[src/pkg/uifb_regs.svh]
`ifndef UIFB_REGS_SVH
`define UIFB_REGS_SVH

// ****************************************************************
// register byte offsets
// ****************************************************************
`define UIFB_OFF_IN_FLAGS   8'h00
`define UIFB_OFF_OUT_FLAGS  8'h04
`define UIFB_OFF_BUS_FLAGS  8'h08
`define UIFB_OFF_IN_MASK    8'h0c
`define UIFB_OFF_OUT_MASK   8'h10
`define UIFB_OFF_BUS_MASK   8'h14
`define UIFB_OFF_CTRL       8'h18
`define UIFB_OFF_STATUS     8'h1c

// ****************************************************************
// reset values
// ****************************************************************
`define UIFB_RST_FLAGS      4'h0
`define UIFB_RST_IN_MASK    4'hf
`define UIFB_RST_OUT_MASK   4'he
`define UIFB_RST_BUS_MASK   4'h6
`define UIFB_RST_CTRL       2'h0

// ****************************************************************
// field positions
// ****************************************************************
`define UIFB_BIT_SOF        3
`define UIFB_BIT_BUS_RESET  2
`define UIFB_BIT_WAKE       1
`define UIFB_BIT_SLEEP      0
`define UIFB_CTRL_SLEEP_EN  0
`define UIFB_CTRL_GIE       1
`define UIFB_STAT_SLEEP     0

// ****************************************************************
// bus answers and timing
// ****************************************************************
`define UIFB_RESP_OKAY      2'h0
`define UIFB_RESP_DECERR    2'h3
`define UIFB_FRAME_US       1000
`define UIFB_CLK_MHZ        200
`define UIFB_FRAME_CYCLES   (`UIFB_FRAME_US * `UIFB_CLK_MHZ)

`endif

[src/pkg/uifb_pkg.sv]
package uifb_pkg;

  // ****************************************************************
  // shared types
  // ****************************************************************
  typedef logic [3:0] uifb_flags_t;

  // read channel: one request at a time
  typedef enum logic [1:0] {
    UIFB_RD_IDLE = 2'b00,
    UIFB_RD_RESP = 2'b01
  } uifb_rd_state_t;

endpackage : uifb_pkg

[src/uifb_frame_timer.sv]
`timescale 1ns/100ps
// ****************************************************************
// frame timer: stands in for a lost start-of-frame token
// ****************************************************************
module uifb_frame_timer
  import uifb_pkg::*;
#(
  parameter int unsigned FRAME_CYCLES = 200000
) (
  input  wire logic i_clk,
  input  wire logic i_reset_n,
  input  wire logic i_sof_token,
  input  wire logic i_stop,
  output logic      o_sof_synth
);

  localparam int unsigned CW = $clog2(FRAME_CYCLES + 1);

  logic [CW-1:0] count_reg;
  logic          armed_reg;
  logic          pulse_reg;
  wire  logic    expire;

  // expected frame boundary with no token seen since the last one
  assign expire = armed_reg & ~i_sof_token & (count_reg == CW'(FRAME_CYCLES - 1));

  // armed only after a real token, so no frames are invented before the host talks
  always_ff @(posedge i_clk or negedge i_reset_n) begin
    if (!i_reset_n) begin
      count_reg <= '0;
      armed_reg <= 1'b0;
      pulse_reg <= 1'b0;
    end else if (i_stop) begin
      count_reg <= '0;
      armed_reg <= 1'b0;
      pulse_reg <= 1'b0;
    end else begin
      if (i_sof_token) begin
        armed_reg <= 1'b1;
      end
      count_reg <= (i_sof_token | expire) ? '0 : (armed_reg ? count_reg + CW'(1) : '0);
      pulse_reg <= expire;
    end
  end

  assign o_sof_synth = pulse_reg;

endmodule : uifb_frame_timer

[src/uifb_top.sv]
`timescale 1ns/100ps
`include "uifb_regs.svh"
// Overview of operation
// - control endpoint flag at bit 0, IN endpoints 1-3 at bits 1-3.
// - reading the IN flag register returns flags then clears them all.
// - OUT endpoints 1-3 pending flags sit at bits 1-3.
// - reading the OUT flag register returns flags then clears them all.
// - bits 7:4 of every flag register read zero, writes ignored.
// - bit 0 of the OUT flag register reads zero, writes ignored.
// - a start-of-frame token sets the frame-start flag, bit 3.
// - a missed frame token is synthesized, so the flag sets once per frame.
// - bus reset signaling sets bit 2 of the bus event register.
// - resume signaling sets bit 1 only while in suspend mode.
// - suspend signaling sets bit 0 only while sleep detection is enabled.
// - reading the bus event register returns flags then clears all four.
// - interrupt requested while any unmasked flag is set, gated by global enable.
// - reading bus events after a detected resume leaves suspend mode.
module uifb_top
  import uifb_pkg::*;
#(
  parameter int unsigned FRAME_CYCLES = `UIFB_FRAME_CYCLES
) (
  input  wire logic        I_REF_CLK,
  input  wire logic        I_RESET_N,
  input  wire logic [7:0]  I_AXI_AWADDR,
  input  wire logic        I_AXI_AWVALID,
  output logic             O_AXI_AWREADY,
  input  wire logic [31:0] I_AXI_WDATA,
  input  wire logic [3:0]  I_AXI_WSTRB,
  input  wire logic        I_AXI_WVALID,
  output logic             O_AXI_WREADY,
  output logic [1:0]       O_AXI_BRESP,
  output logic             O_AXI_BVALID,
  input  wire logic        I_AXI_BREADY,
  input  wire logic [7:0]  I_AXI_ARADDR,
  input  wire logic        I_AXI_ARVALID,
  output logic             O_AXI_ARREADY,
  output logic [31:0]      O_AXI_RDATA,
  output logic [1:0]       O_AXI_RRESP,
  output logic             O_AXI_RVALID,
  input  wire logic        I_AXI_RREADY,
  input  wire logic [3:0]  I_IN_EP_EVENT,
  input  wire logic [3:1]  I_OUT_EP_EVENT,
  input  wire logic        I_SOF_TOKEN,
  input  wire logic        I_BUS_RESET_DET,
  input  wire logic        I_RESUME_DET,
  input  wire logic        I_SUSPEND_DET,
  output logic             O_IRQ,
  output logic             O_SLEEP_STATE
);

  // ****************************************************************
  // state
  // ****************************************************************
  uifb_flags_t    in_flag_reg;
  uifb_flags_t    out_flag_reg;
  uifb_flags_t    bus_flag_reg;
  uifb_flags_t    in_mask_reg;
  uifb_flags_t    out_mask_reg;
  uifb_flags_t    bus_mask_reg;
  logic [1:0]     ctrl_reg;
  logic           sleep_state_reg;
  logic           wake_seen_reg;
  logic           irq_reg;
  logic           aw_have_reg;
  logic [7:0]     aw_addr_reg;
  logic           w_have_reg;
  logic [3:0]     w_data_reg;
  logic           w_strb0_reg;
  logic           awready_reg;
  logic           wready_reg;
  logic           bvalid_reg;
  logic [1:0]     bresp_reg;
  uifb_rd_state_t rd_state_reg;
  uifb_rd_state_t rd_state_next;
  logic           arready_reg;
  logic           rvalid_reg;
  logic [31:0]    rdata_reg;
  logic [1:0]     rresp_reg;
  wire  logic     sof_synth;

  // ****************************************************************
  // event sources
  // ****************************************************************
  wire logic        sof_set   = I_SOF_TOKEN | sof_synth;
  wire logic        wake_set  = I_RESUME_DET & sleep_state_reg;
  wire logic        sleep_set = I_SUSPEND_DET & ctrl_reg[`UIFB_CTRL_SLEEP_EN];
  wire uifb_flags_t in_set    = I_IN_EP_EVENT;
  wire uifb_flags_t out_set   = {I_OUT_EP_EVENT, 1'b0};
  wire uifb_flags_t bus_set   = {sof_set, I_BUS_RESET_DET, wake_set, sleep_set};

  // the timer restarts on every real token and idles through reset or suspend
  uifb_frame_timer #(
    .FRAME_CYCLES (FRAME_CYCLES)
  ) u_frame_timer (
    .i_clk       (I_REF_CLK),
    .i_reset_n   (I_RESET_N),
    .i_sof_token (I_SOF_TOKEN),
    .i_stop      (I_BUS_RESET_DET | sleep_state_reg),
    .o_sof_synth (sof_synth)
  );

  // ****************************************************************
  // read decode
  // ****************************************************************
  wire logic ar_fire    = I_AXI_ARVALID & O_AXI_ARREADY;
  // word index kept at the width of the offset constants it is compared with
  wire logic [7:0] ar_w = {2'b00, I_AXI_ARADDR[7:2]};
  wire logic rd_in      = (ar_w == `UIFB_OFF_IN_FLAGS >> 2);
  wire logic rd_out     = (ar_w == `UIFB_OFF_OUT_FLAGS >> 2);
  wire logic rd_bus     = (ar_w == `UIFB_OFF_BUS_FLAGS >> 2);
  wire logic rd_in_m    = (ar_w == `UIFB_OFF_IN_MASK >> 2);
  wire logic rd_out_m   = (ar_w == `UIFB_OFF_OUT_MASK >> 2);
  wire logic rd_bus_m   = (ar_w == `UIFB_OFF_BUS_MASK >> 2);
  wire logic rd_ctrl    = (ar_w == `UIFB_OFF_CTRL >> 2);
  wire logic rd_stat    = (ar_w == `UIFB_OFF_STATUS >> 2);
  wire logic rd_hit     = rd_in | rd_out | rd_bus | rd_in_m | rd_out_m | rd_bus_m | rd_ctrl | rd_stat;
  wire logic clr_in     = ar_fire & rd_in;
  wire logic clr_out    = ar_fire & rd_out;
  wire logic clr_bus    = ar_fire & rd_bus;

  // narrow registers sit in the low bits; everything above reads zero
  wire logic [3:0] rd_low =
    ({4{rd_in}}    & in_flag_reg)  |
    ({4{rd_out}}   & out_flag_reg) |
    ({4{rd_bus}}   & bus_flag_reg) |
    ({4{rd_in_m}}  & in_mask_reg)  |
    ({4{rd_out_m}} & out_mask_reg) |
    ({4{rd_bus_m}} & bus_mask_reg) |
    ({4{rd_ctrl}}  & {2'h0, ctrl_reg}) |
    ({4{rd_stat}}  & {3'h0, sleep_state_reg});
  wire logic [31:0] rd_mux = {28'h0, rd_low};

  // ****************************************************************
  // write decode
  // ****************************************************************
  wire logic aw_fire    = I_AXI_AWVALID & awready_reg;
  wire logic w_fire     = I_AXI_WVALID & wready_reg;
  wire logic wr_do      = aw_have_reg & w_have_reg & ~bvalid_reg;
  wire logic aw_hnext   = (aw_have_reg | aw_fire) & ~wr_do;
  wire logic w_hnext    = (w_have_reg | w_fire) & ~wr_do;
  wire logic [7:0] aw_w = {2'b00, aw_addr_reg[7:2]};
  wire logic wr_hit     =
    (aw_w == `UIFB_OFF_IN_FLAGS >> 2) | (aw_w == `UIFB_OFF_OUT_FLAGS >> 2) |
    (aw_w == `UIFB_OFF_BUS_FLAGS >> 2) | (aw_w == `UIFB_OFF_IN_MASK >> 2) |
    (aw_w == `UIFB_OFF_OUT_MASK >> 2) | (aw_w == `UIFB_OFF_BUS_MASK >> 2) |
    (aw_w == `UIFB_OFF_CTRL >> 2) | (aw_w == `UIFB_OFF_STATUS >> 2);
  wire logic wr_en      = wr_do & w_strb0_reg;
  wire logic wr_in_m    = wr_en & (aw_w == `UIFB_OFF_IN_MASK >> 2);
  wire logic wr_out_m   = wr_en & (aw_w == `UIFB_OFF_OUT_MASK >> 2);
  wire logic wr_bus_m   = wr_en & (aw_w == `UIFB_OFF_BUS_MASK >> 2);
  wire logic wr_ctrl    = wr_en & (aw_w == `UIFB_OFF_CTRL >> 2);

  // ****************************************************************
  // pending flags
  // ****************************************************************
  // the flag banks have no write path at all, so writes cannot reach them
  // set is or-ed after the clear so an event in the read cycle survives
  for (genvar b = 0; b < 4; b++) begin : g_flag
    always_ff @(posedge I_REF_CLK or negedge I_RESET_N) begin
      if (!I_RESET_N) begin
        in_flag_reg[b]  <= 1'b0;
        out_flag_reg[b] <= 1'b0;
        bus_flag_reg[b] <= 1'b0;
      end else begin
        in_flag_reg[b]  <= (in_flag_reg[b] & ~clr_in) | in_set[b];
        out_flag_reg[b] <= (out_flag_reg[b] & ~clr_out) | out_set[b];
        bus_flag_reg[b] <= (bus_flag_reg[b] & ~clr_bus) | bus_set[b];
      end
    end
  end

  // ****************************************************************
  // masks, control, suspend tracking, interrupt
  // ****************************************************************
  wire logic any_pend = |((in_flag_reg & in_mask_reg) | (out_flag_reg & out_mask_reg) |
                          (bus_flag_reg & bus_mask_reg));

  // suspend entry is taken from an enabled suspend detection
  always_ff @(posedge I_REF_CLK or negedge I_RESET_N) begin
    if (!I_RESET_N) begin
      in_mask_reg     <= `UIFB_RST_IN_MASK;
      out_mask_reg    <= `UIFB_RST_OUT_MASK;
      bus_mask_reg    <= `UIFB_RST_BUS_MASK;
      ctrl_reg        <= `UIFB_RST_CTRL;
      sleep_state_reg <= 1'b0;
      wake_seen_reg   <= 1'b0;
      irq_reg         <= 1'b0;
    end else begin
      if (wr_in_m) in_mask_reg <= w_data_reg;
      if (wr_out_m) out_mask_reg <= {w_data_reg[3:1], 1'b0};
      if (wr_bus_m) bus_mask_reg <= w_data_reg;
      if (wr_ctrl) ctrl_reg <= w_data_reg[1:0];
      sleep_state_reg <= sleep_set | (sleep_state_reg & ~(clr_bus & wake_seen_reg));
      wake_seen_reg   <= wake_set | (wake_seen_reg & ~clr_bus);
      irq_reg         <= ctrl_reg[`UIFB_CTRL_GIE] & any_pend;
    end
  end

  // ****************************************************************
  // AXI4-Lite write channel
  // ****************************************************************
  // address and data are caught in either order; a second pair waits out bvalid
  always_ff @(posedge I_REF_CLK or negedge I_RESET_N) begin
    if (!I_RESET_N) begin
      aw_have_reg <= 1'b0;
      aw_addr_reg <= 8'h00;
      w_have_reg  <= 1'b0;
      w_data_reg  <= 4'h0;
      w_strb0_reg <= 1'b0;
      awready_reg <= 1'b0;
      wready_reg  <= 1'b0;
      bvalid_reg  <= 1'b0;
      bresp_reg   <= `UIFB_RESP_OKAY;
    end else begin
      if (aw_fire) aw_addr_reg <= I_AXI_AWADDR;
      if (w_fire) begin
        w_data_reg  <= I_AXI_WDATA[3:0];
        w_strb0_reg <= I_AXI_WSTRB[0];
      end
      aw_have_reg <= aw_hnext;
      w_have_reg  <= w_hnext;
      awready_reg <= ~aw_hnext;
      wready_reg  <= ~w_hnext;
      if (wr_do) begin
        bvalid_reg <= 1'b1;
        bresp_reg  <= wr_hit ? `UIFB_RESP_OKAY : `UIFB_RESP_DECERR;
      end else if (I_AXI_BREADY) begin
        bvalid_reg <= 1'b0;
      end
    end
  end

  // ****************************************************************
  // AXI4-Lite read channel
  // ****************************************************************
  always_comb begin
    rd_state_next = rd_state_reg;
    unique case (rd_state_reg)
      UIFB_RD_IDLE: if (ar_fire) rd_state_next = UIFB_RD_RESP;
      UIFB_RD_RESP: if (I_AXI_RREADY) rd_state_next = UIFB_RD_IDLE;
      default:      rd_state_next = UIFB_RD_IDLE;
    endcase
  end

  // data is captured at the accepting edge, the same edge that clears the bank
  always_ff @(posedge I_REF_CLK or negedge I_RESET_N) begin
    if (!I_RESET_N) begin
      rd_state_reg <= UIFB_RD_IDLE;
      arready_reg  <= 1'b0;
      rvalid_reg   <= 1'b0;
      rdata_reg    <= 32'h0;
      rresp_reg    <= `UIFB_RESP_OKAY;
    end else begin
      rd_state_reg <= rd_state_next;
      // handshake outputs follow the next state so they leave a flip-flop directly
      arready_reg  <= (rd_state_next == UIFB_RD_IDLE);
      rvalid_reg   <= (rd_state_next == UIFB_RD_RESP);
      if (ar_fire) begin
        rdata_reg <= rd_mux;
        rresp_reg <= rd_hit ? `UIFB_RESP_OKAY : `UIFB_RESP_DECERR;
      end
    end
  end

  // ****************************************************************
  // outputs
  // ****************************************************************
  assign O_AXI_AWREADY = awready_reg;
  assign O_AXI_WREADY  = wready_reg;
  assign O_AXI_BVALID  = bvalid_reg;
  assign O_AXI_BRESP   = bresp_reg;
  assign O_AXI_ARREADY = arready_reg;
  assign O_AXI_RVALID  = rvalid_reg;
  assign O_AXI_RDATA   = rdata_reg;
  assign O_AXI_RRESP   = rresp_reg;
  assign O_IRQ         = irq_reg;
  assign O_SLEEP_STATE = sleep_state_reg;
endmodule : uifb_top

[config.mk]
export PLATFORM = sky130hd
export DESIGN_NAME = uifb_top
export DESIGN_NICKNAME = d
export VERILOG_FILES = /design/src/pkg/uifb_pkg.sv /design/src/uifb_frame_timer.sv /design/src/uifb_top.sv
export VERILOG_INCLUDE_DIRS = /design/src /design/src/pkg
export SDC_FILE = /design/constraint.sdc
export NUM_CORES = 1
export LEC_CHECK = 0
export ABC_AREA = 1
export BUFFER_PORTS_ARGS = -buffer_cell sky130_fd_sc_hd__buf_2
export CAP_MARGIN = 20
export CORE_UTILIZATION = 45
export DETAILED_ROUTE_END_ITERATION = 7
export MAX_ROUTING_LAYER = met4
export PLACE_DENSITY = 0.78
export SLEW_MARGIN = 40
export SYNTH_ARGS = -nofsm -noshare
export SYNTH_HDL_FRONTEND = slang
export SYNTH_SLANG_ARGS = --single-unit
[constraint.sdc]
create_clock -name I_REF_CLK -period 2 [get_ports I_REF_CLK]
set_input_delay 0.2 -clock I_REF_CLK [delete_from_list [all_inputs] [get_ports I_REF_CLK]]
set_output_delay 0.2 -clock I_REF_CLK [all_outputs]
set_load 0.02 [all_outputs]
==> results.json, run 1 <==
{
  "outcome": "complete, no violations",
  "worstSetupPathType": "reg2reg",
  "vias_per_cell": 4.768,
  "iter_0_drt_violations": 141,
  "core-area_um2": 7888,
  "setup_total_negative_slack_ns": 0,
  "multi_input_logic_area_um2": 1516,
  "largest_reg_flops": 18,
  "drv_cap": 0,
  "fillCellCount": 750,
  "detailedPlacementHpwl_mm": 5.444,
  "detailedRoute.firstPassIterationCount": 4,
  "root_buffer": "sky130_fd_sc_hd__clkbuf_8",
  "antenna_violations_before_repair": 0,
  "die_w_um": 93.09,
  "num-nets-final": 589,
  "power.density_nw_per_um2": 1029,
  "place.port_buffers": 49,
  "area.sequential_um2": 1863,
  "cts_h_tree_depth": 3,
  "vdd.ir_drop.worst_mv": 0.7697,
  "setup_viol": 0,
  "worst_ep_required_time_ns": 2.23,
  "synth_cells": 459,
  "cts_setup_buffers": 0,
  "min_period_over_period_pct": 77.70,
  "hold_path_class": "in2reg",
  "rsz_0062_raised_after_global_routing": "no",
  "cts_buffer_depth": 2,
  "finalPower_uw": 4374,
  "endpoint_kind": "register",
  "worst-path-max-fanout": 15,
  "drc_errors": 0,
  "wire_per_inst_um": 11.90,
  "final.setup_skew_ns": 0.01310,
  "grt_first_pass_wirelength_mm": 12.45,
  "cts_repair_resize_count": 0,
  "final_max_slew_viol_count": 0,
  "post_synth_num_cell_types": 33,
  "clk_pin_slew_ns": 0.09,
  "dieArea_um2": 8665,
  "syn-mean-instance-area_um2": 8.134,
  "initial_utilization_pct": 47.34,
  "hold_viol": 0,
  "globalRoute.totalOverflow": 0,
  "power.leakage_uw": 0.002131,
  "final_gp_congestion": 0.8517,
  "tritoncts": "built",
  "number_of_warning_messages_in_the_yosys_log": 0,
  "layout-drive-gt1-share_pct": 17.59,
  "flow.area_growth_from_synthesis_pct": 13.87,
  "worst_ep_arrival_time_ns": 1.78,
  "first_global_vias": 2783,
  "detail-route-antenna-nets": 0,
  "top_level_ports": 113,
  "grt_start_max_net_pins": 75,
  "clock_latency_at_the_later_pin_of_the_worst_skew_pair_ns": 0.36,
  "grtUsageTotal_pct": 19.00,
  "cts_made_buffers": 9,
  "die-height_um": 93.09,
  "cts.hold.buffers_added": 2,
  "worst_setup_path_start_kind": "register",
  "drt-total-wl_mm": 7.436,
  "synth.cell_area_um2": 3734,
  "detailroute.via_count": 2980,
  "timing.fmax_mhz": 643.5,
  "min_period_ns": 1.554,
  "core.rowCount": 32,
  "clkSinkCount": 74,
  "postSynthRegisterBits": 74,
  "num_antenna_cells": 0,
  "ys_seq_area_share_pct": 49.90
}
==> critical path, stage by stage, from the launching register on <==
cell	delay (ns)
sky130_fd_sc_hd__dfrtp_1	0.37
sky130_fd_sc_hd__ha_1	0.19
sky130_fd_sc_hd__nand2_1	0.11
sky130_fd_sc_hd__nor2_4	0.15
sky130_fd_sc_hd__nand2_2	0.07
sky130_fd_sc_hd__nand3b_4	0.19
sky130_fd_sc_hd__nand2_2	0.26
sky130_fd_sc_hd__nor2_1	0.09
==> synth_stat cells <==
cell	count	area (um^2)
sky130_fd_sc_hd__nor4_2	1	12.51
sky130_fd_sc_hd__nand4_1	14	87.58
sky130_fd_sc_hd__o211ai_1	1	7.510
sky130_fd_sc_hd__o21ai_1	2	10.01
sky130_fd_sc_hd__a211oi_1	1	7.510
sky130_fd_sc_hd__nand2_1	108	405.4
sky130_fd_sc_hd__nand3_1	21	105.1
sky130_fd_sc_hd__nor2_1	76	285.3
sky130_fd_sc_hd__conb_1	1	3.750
sky130_fd_sc_hd__dfrtp_1	65	1627
sky130_fd_sc_hd__nor3b_4	1	18.77
sky130_fd_sc_hd__nand2_2	3	18.77
sky130_fd_sc_hd__nand3_2	2	20.02
sky130_fd_sc_hd__inv_2	1	3.750
sky130_fd_sc_hd__nor3_1	3	15.01
sky130_fd_sc_hd__a21oi_1	7	35.03
sky130_fd_sc_hd__ha_1	1	12.51
sky130_fd_sc_hd__nor2_2	4	25.02
sky130_fd_sc_hd__clkinv_1	2	7.510
sky130_fd_sc_hd__o22ai_1	5	31.28
sky130_fd_sc_hd__dfstp_2	9	236.5
sky130_fd_sc_hd__nand3b_4	1	20.02
sky130_fd_sc_hd__o21bai_1	7	52.55
sky130_fd_sc_hd__xnor2_1	3	26.28
sky130_fd_sc_hd__buf_2	1	5.000
sky130_fd_sc_hd__buf_6	1	11.26
sky130_fd_sc_hd__buf_4	31	232.7
sky130_fd_sc_hd__inv_1	53	198.9
sky130_fd_sc_hd__nor2_4	3	33.78
sky130_fd_sc_hd__xor2_1	5	43.79
sky130_fd_sc_hd__nand3b_1	1	7.510
sky130_fd_sc_hd__a31oi_1	1	6.260
sky130_fd_sc_hd__o21ai_0	24	120.1
==> path summary, 6_finish.rpt <==
path / end / start / slack, ns / cells after the start
max: u_frame_timer.count_reg[13] / u_frame_timer.count_reg[0] / 0.45 / 7
min reg2reg: bus_flag_reg[3] / u_frame_timer.o_sof_synth / 0.46 / 2
min: aw_addr_reg[5] / I_AXI_AWADDR[5] / 0.03 / 3
max in group asynchronous: out_mask_reg[3] / I_RESET_N / 1.25 / 3
max reg2reg: u_frame_timer.count_reg[13] / u_frame_timer.count_reg[0] / 0.45 / 7
min in group asynchronous: u_frame_timer.count_reg[17] / I_RESET_N / 0.40 / 3
==> layout by cell type (no fill, tap or decap), types with 2 or more instances in the layout <==
master	Yosys	final
sky130_fd_sc_hd__nand3_2	2	2
sky130_fd_sc_hd__bufinv_16	0	3
sky130_fd_sc_hd__clkinv_1	2	2
sky130_fd_sc_hd__conb_1	1	29
sky130_fd_sc_hd__nand4_1	14	14
sky130_fd_sc_hd__clkinvlp_4	0	3
sky130_fd_sc_hd__xnor2_1	3	3
sky130_fd_sc_hd__nand3_1	21	21
sky130_fd_sc_hd__inv_1	53	53
sky130_fd_sc_hd__dfrtp_1	65	65
sky130_fd_sc_hd__dlygate4sd3_1	0	2
sky130_fd_sc_hd__o21ai_0	24	24
sky130_fd_sc_hd__nor2_4	3	3
sky130_fd_sc_hd__o21ai_1	2	2
sky130_fd_sc_hd__nor3_1	3	3
sky130_fd_sc_hd__nor2_2	4	4
sky130_fd_sc_hd__nand2_2	3	3
sky130_fd_sc_hd__nor2_1	76	76
sky130_fd_sc_hd__buf_2	1	49
sky130_fd_sc_hd__nand2_1	108	108
sky130_fd_sc_hd__dfstp_2	9	9
sky130_fd_sc_hd__o22ai_1	5	5
sky130_fd_sc_hd__o21bai_1	7	7
sky130_fd_sc_hd__clkbuf_8	0	9
sky130_fd_sc_hd__xor2_1	5	5
sky130_fd_sc_hd__a21oi_1	7	7
==> power by group <==
group          total, uW  internal (uW)  switching (uW)
combinational        921            302             618
sequential          2070           1840             227
clock               1390            825             561
total               4370           2970            1410
==> area by class of cell <==
| type | count | area share (%) |
|---|---|---|
| Tap cell | 102 | 3.002 |
| Sequential cell | 74 | 43.82 |
| Inverter | 56 | 4.944 |
| Clock buffer | 9 | 2.913 |
| Multi-Input combinational cell | 324 | 35.67 |
| Timing Repair Buffer | 53 | 6.886 |
| Clock inverter | 7 | 2.766 |
==> logic make-up (layout without fill, tap and decap cells) <==
group	Yosys count	in the layout	share of synthesized area, %
AND/OR/NAND/NOR	238	238	28.25
buffers and inverters	89	125	12.30
flip-flops	74	74	49.90
AO/OA/AOI/OAI	48	48	7.239
XOR/XNOR	8	8	1.877
adder cells (fa/ha/maj)	1	1	0.3351
other	1	29	0.1004
==> metrics by stage <==
stage / instances / instance area, um^2 / worst slack (ns) / util, % / hold WS [ns]
6_report: 625 / 4252 / 0.4460 / 53.90 / 0.02931
5_1_grt: 625 / 4252 / 0.2633 / 53.90 / 0.02910
4_1_cts: 625 / 4252 / 0.4314 / 53.90 / 0.01232
3_5_place_dp: 607 / 3990 / 0.4517 / 50.59 / 0.2582
3_3_place_gp: 607 / 3990 / 0.4622 / 50.59 / 0.2523
2_1_floorplan: 487 / 3839 / 0.6219 / - / -0.09559
==> layer usage <==
metal / global-route usage [%] / wire length (um) / vias to the layer above
met4: 6.667 / 126 / 0
met1: 24.27 / 3470 / 1348
met3: 5.366 / 444 / 15
li1: - / - / 1509
met5: - / 0 / -
met2: 29.11 / 3395 / 108
Note: power is estimated with default switching activity, not from simulation.
==> run 2: changes to the inputs <==
PLACE_DENSITY = 0.81   (was 0.78)
clock period = 1.39 ns   (was 2 ns; I/O delays follow)
==> run 2 against run 1 <==
  * The flow now finishes with violations (setup timing)
  * Clock skew down 0.0036 ns
  * Via count is 9.8% higher
  * First-iteration DRC count grew 23%
  * Register-to-register slack got worse by 0.52 ns
  * Combinational power increased by 60%
  * Global-route usage grew 1.7 points
  * Die area is the same
  * Sequential share of layout area is 3.7 points lower
  * Non-clock buffer count is 39 higher
  * Critical path type unchanged
  * Highest routed layer unchanged
==> results.json, run 2 (synthesis results as in run 1) <==
{
  "outcome": "finished, violations left",
  "violations_in_the_final_reports": "setup timing",
  "drt-total-wl_mm": 8.175,
  "power.leakage_uw": 0.002313,
  "area.sequential_um2": 1863,
  "worst_ep_required_time_ns": 1.63,
  "clkSinkCount": 74,
  "grt_first_pass_wirelength_mm": 13.47,
  "detailroute.via_count": 3271,
  "detailedPlacementHpwl_mm": 5.944,
  "fin_hold_ws_ns": 0.01033,
  "share_seq_of_total_power_pct": 49.0,
  "cell_internal_pwr_uw": 3996,
  "hold_path_startpoint": "I_IN_EP_EVENT[2]",
  "min_period_over_period_pct": 105.0,
  "die_w_um": 93.09,
  "iter_0_drt_violations": 174,
  "swShare_pct": 34.36,
  "core.rowCount": 32,
  "layout_common_cells": "sky130_fd_sc_hd__nand2_1, sky130_fd_sc_hd__nor2_1, sky130_fd_sc_hd__dfrtp_1, sky130_fd_sc_hd__inv_1, sky130_fd_sc_hd__buf_2",
  "postPlaceCellArea_um2": 4138,
  "root_buffer": "sky130_fd_sc_hd__clkbuf_8",
  "grt_busiest_layer": "met2",
  "fillCellCount": 689,
  "clockPowerShare_pct": 26.7,
  "layout-drive-gt1-share_pct": 23.17,
  "preCtsSetupSlack_ns": -0.1156,
  "largest_reg_flops": 18,
  "layout_commonest_cell": "sky130_fd_sc_hd__nand2_1",
  "worstSetupPathType": "reg2reg",
  "capture_point_of_the_worst_reg_to_reg_path": "u_frame_timer.count_reg[16]",
  "net-switching-power_uw": 2091,
  "core-area_um2": 7888,
  "initial_utilization_pct": 47.34,
  "endpoint_kind": "register",
  "hold_path_class": "in2reg",
  "worst_setup_path_start_kind": "register",
  "power.density_nw_per_um2": 1312,
  "detailedRoute.firstPassIterationCount": 5,
  "setup_viol": 6,
  "final.setup_skew_ns": 0.009470,
  "min_period_ns": 1.459,
  "place.port_buffers": 49,
  "final_max_slew_viol_count": 0,
  "grtUsageTotal_pct": 20.66,
  "grt_start_max_net_pins": 28,
  "rsz_0062_raised_after_global_routing": "yes",
  "worst_hold_path.endpoint": "in_flag_reg[2]",
  "grt_use_met2_pct": 33.82,
  "timing.fmax_mhz": 685.3,
  "die-height_um": 93.09,
  "clock_latency_at_the_later_pin_of_the_worst_skew_pair_ns": 0.35,
  "global_route.usage.met1_pct": 25.31,
  "cts_made_buffers": 9,
  "antenna_violations_before_repair": 0,
  "vdd.ir_drop.worst_mv": 0.9483,
  "utilization_pct": 58.82,
  "tritoncts": "built",
  "num_antenna_cells": 0,
  "wire_per_inst_um": 12.33,
  "drc_errors": 0,
  "globalRoute.totalOverflow": 0,
  "finalInstanceArea_um2": 4639,
  "finalPower_uw": 6087,
  "drv_cap": 0,
  "post-route-worst-setup-slack_ns": -0.06923,
  "worst-path-max-fanout": 4,
  "clk_pin_slew_ns": 0.08,
  "multi_input_logic_area_um2": 1609,
  "cts_buffer_depth": 2,
  "pwr-share-comb_pct": 24.2,
  "final_gp_congestion": 0.8808,
  "top_level_ports": 113,
  "worst_hold_stages": 2,
  "grtUsageMet3_pct": 4.472,
  "first_global_vias": 3080,
  "dieArea_um2": 8665,
  "hold_viol": 0,
  "reg2regPathDepth": 8,
  "worst_ep_arrival_time_ns": 1.70,
  "vias_per_cell": 4.934,
  "num-nets-final": 628,
  "cts_h_tree_depth": 3,
  "worst_r2r_startpoint": "u_frame_timer.count_reg[1]",
  "setup.reg_to_reg.worst_slack_ns": -0.07,
  "detail-route-antenna-nets": 0,
  "flow.area_growth_from_synthesis_pct": 24.26
}
-- run 2: worst max path at each step --
stage / slack [ns] / cells after the start / start / to
2_1_floorplan: 0.01 / 8 / u_frame_timer.count_reg[0] / u_frame_timer.count_reg[2]
6_report: -0.07 / 8 / u_frame_timer.count_reg[1] / u_frame_timer.count_reg[16]
4_1_cts: -0.0002 / 8 / u_frame_timer.count_reg[0] / u_frame_timer.count_reg[16]
3_3_place_gp: -0.07 / 8 / u_frame_timer.count_reg[0] / u_frame_timer.count_reg[16]
5_1_grt: -0.17 / 8 / u_frame_timer.count_reg[1] / u_frame_timer.count_reg[16]
3_5_place_dp: -0.12 / 8 / u_frame_timer.count_reg[0] / u_frame_timer.count_reg[16]
-- run 2: area by class of cell --
cell class              count  share of cell area (%)
inverters                  56                   4.531
clock buffers              11                   2.832
flip-flops and latches     74                   40.16
clock inverters             4                   1.160
repair buffers             92                   13.89
well taps                 102                   2.751
multi-input cells         324                   34.68
-- run 2: power groups by stage --
stage          Combinational (uW)  Clock, uW  Sequential (uW)
6_report                     1470       1630             2990
5_1_grt                      1670       1750             3040
4_1_cts                      1440       1660             2980
3_5_place_dp                 1390          0             3020
3_3_place_gp                 1340          0             2980
2_1_floorplan                 892          0             3040
-- run 2: critical path, cell delays in order, from the launching register on --
cell and delay, ns:
sky130_fd_sc_hd__dfrtp_1 0.37, sky130_fd_sc_hd__ha_2 0.20, sky130_fd_sc_hd__nand2_2 0.08, sky130_fd_sc_hd__nor2_4 0.18, sky130_fd_sc_hd__nand2_2 0.07, sky130_fd_sc_hd__nand3b_4 0.19, sky130_fd_sc_hd__buf_6 0.15, sky130_fd_sc_hd__nand3_1 0.07
sky130_fd_sc_hd__nor2_1 0.04
-- run 2: layer usage --
metal | part of all wire [%] | up-vias | wire (um)
met5 | 0 | - | 0
li1 | - | 1585 | -
met3 | 6.2 | 19 | 508
met4 | 1.9 | 0 | 155
met1 | 44 | 1521 | 3593
met2 | 48 | 146 | 3918
-- run 2: metrics by stage --
stage | setup TNS, ns | std cells
2_1_floorplan | 0 | 487
3_3_place_gp | -0.1752 | 625
3_5_place_dp | -0.7712 | 625
4_1_cts | -0.0001767 | 659
5_1_grt | -1.524 | 663
6_report | -0.1680 | 663
-- run 2: timing repair --
item	CTS	global route
setup buffers	0	4
pin swaps	1	8
setup endpoints to repair	16	28
endpoints found under the hold margin	70	0
hold buffers	19	0
resized for setup	5	23
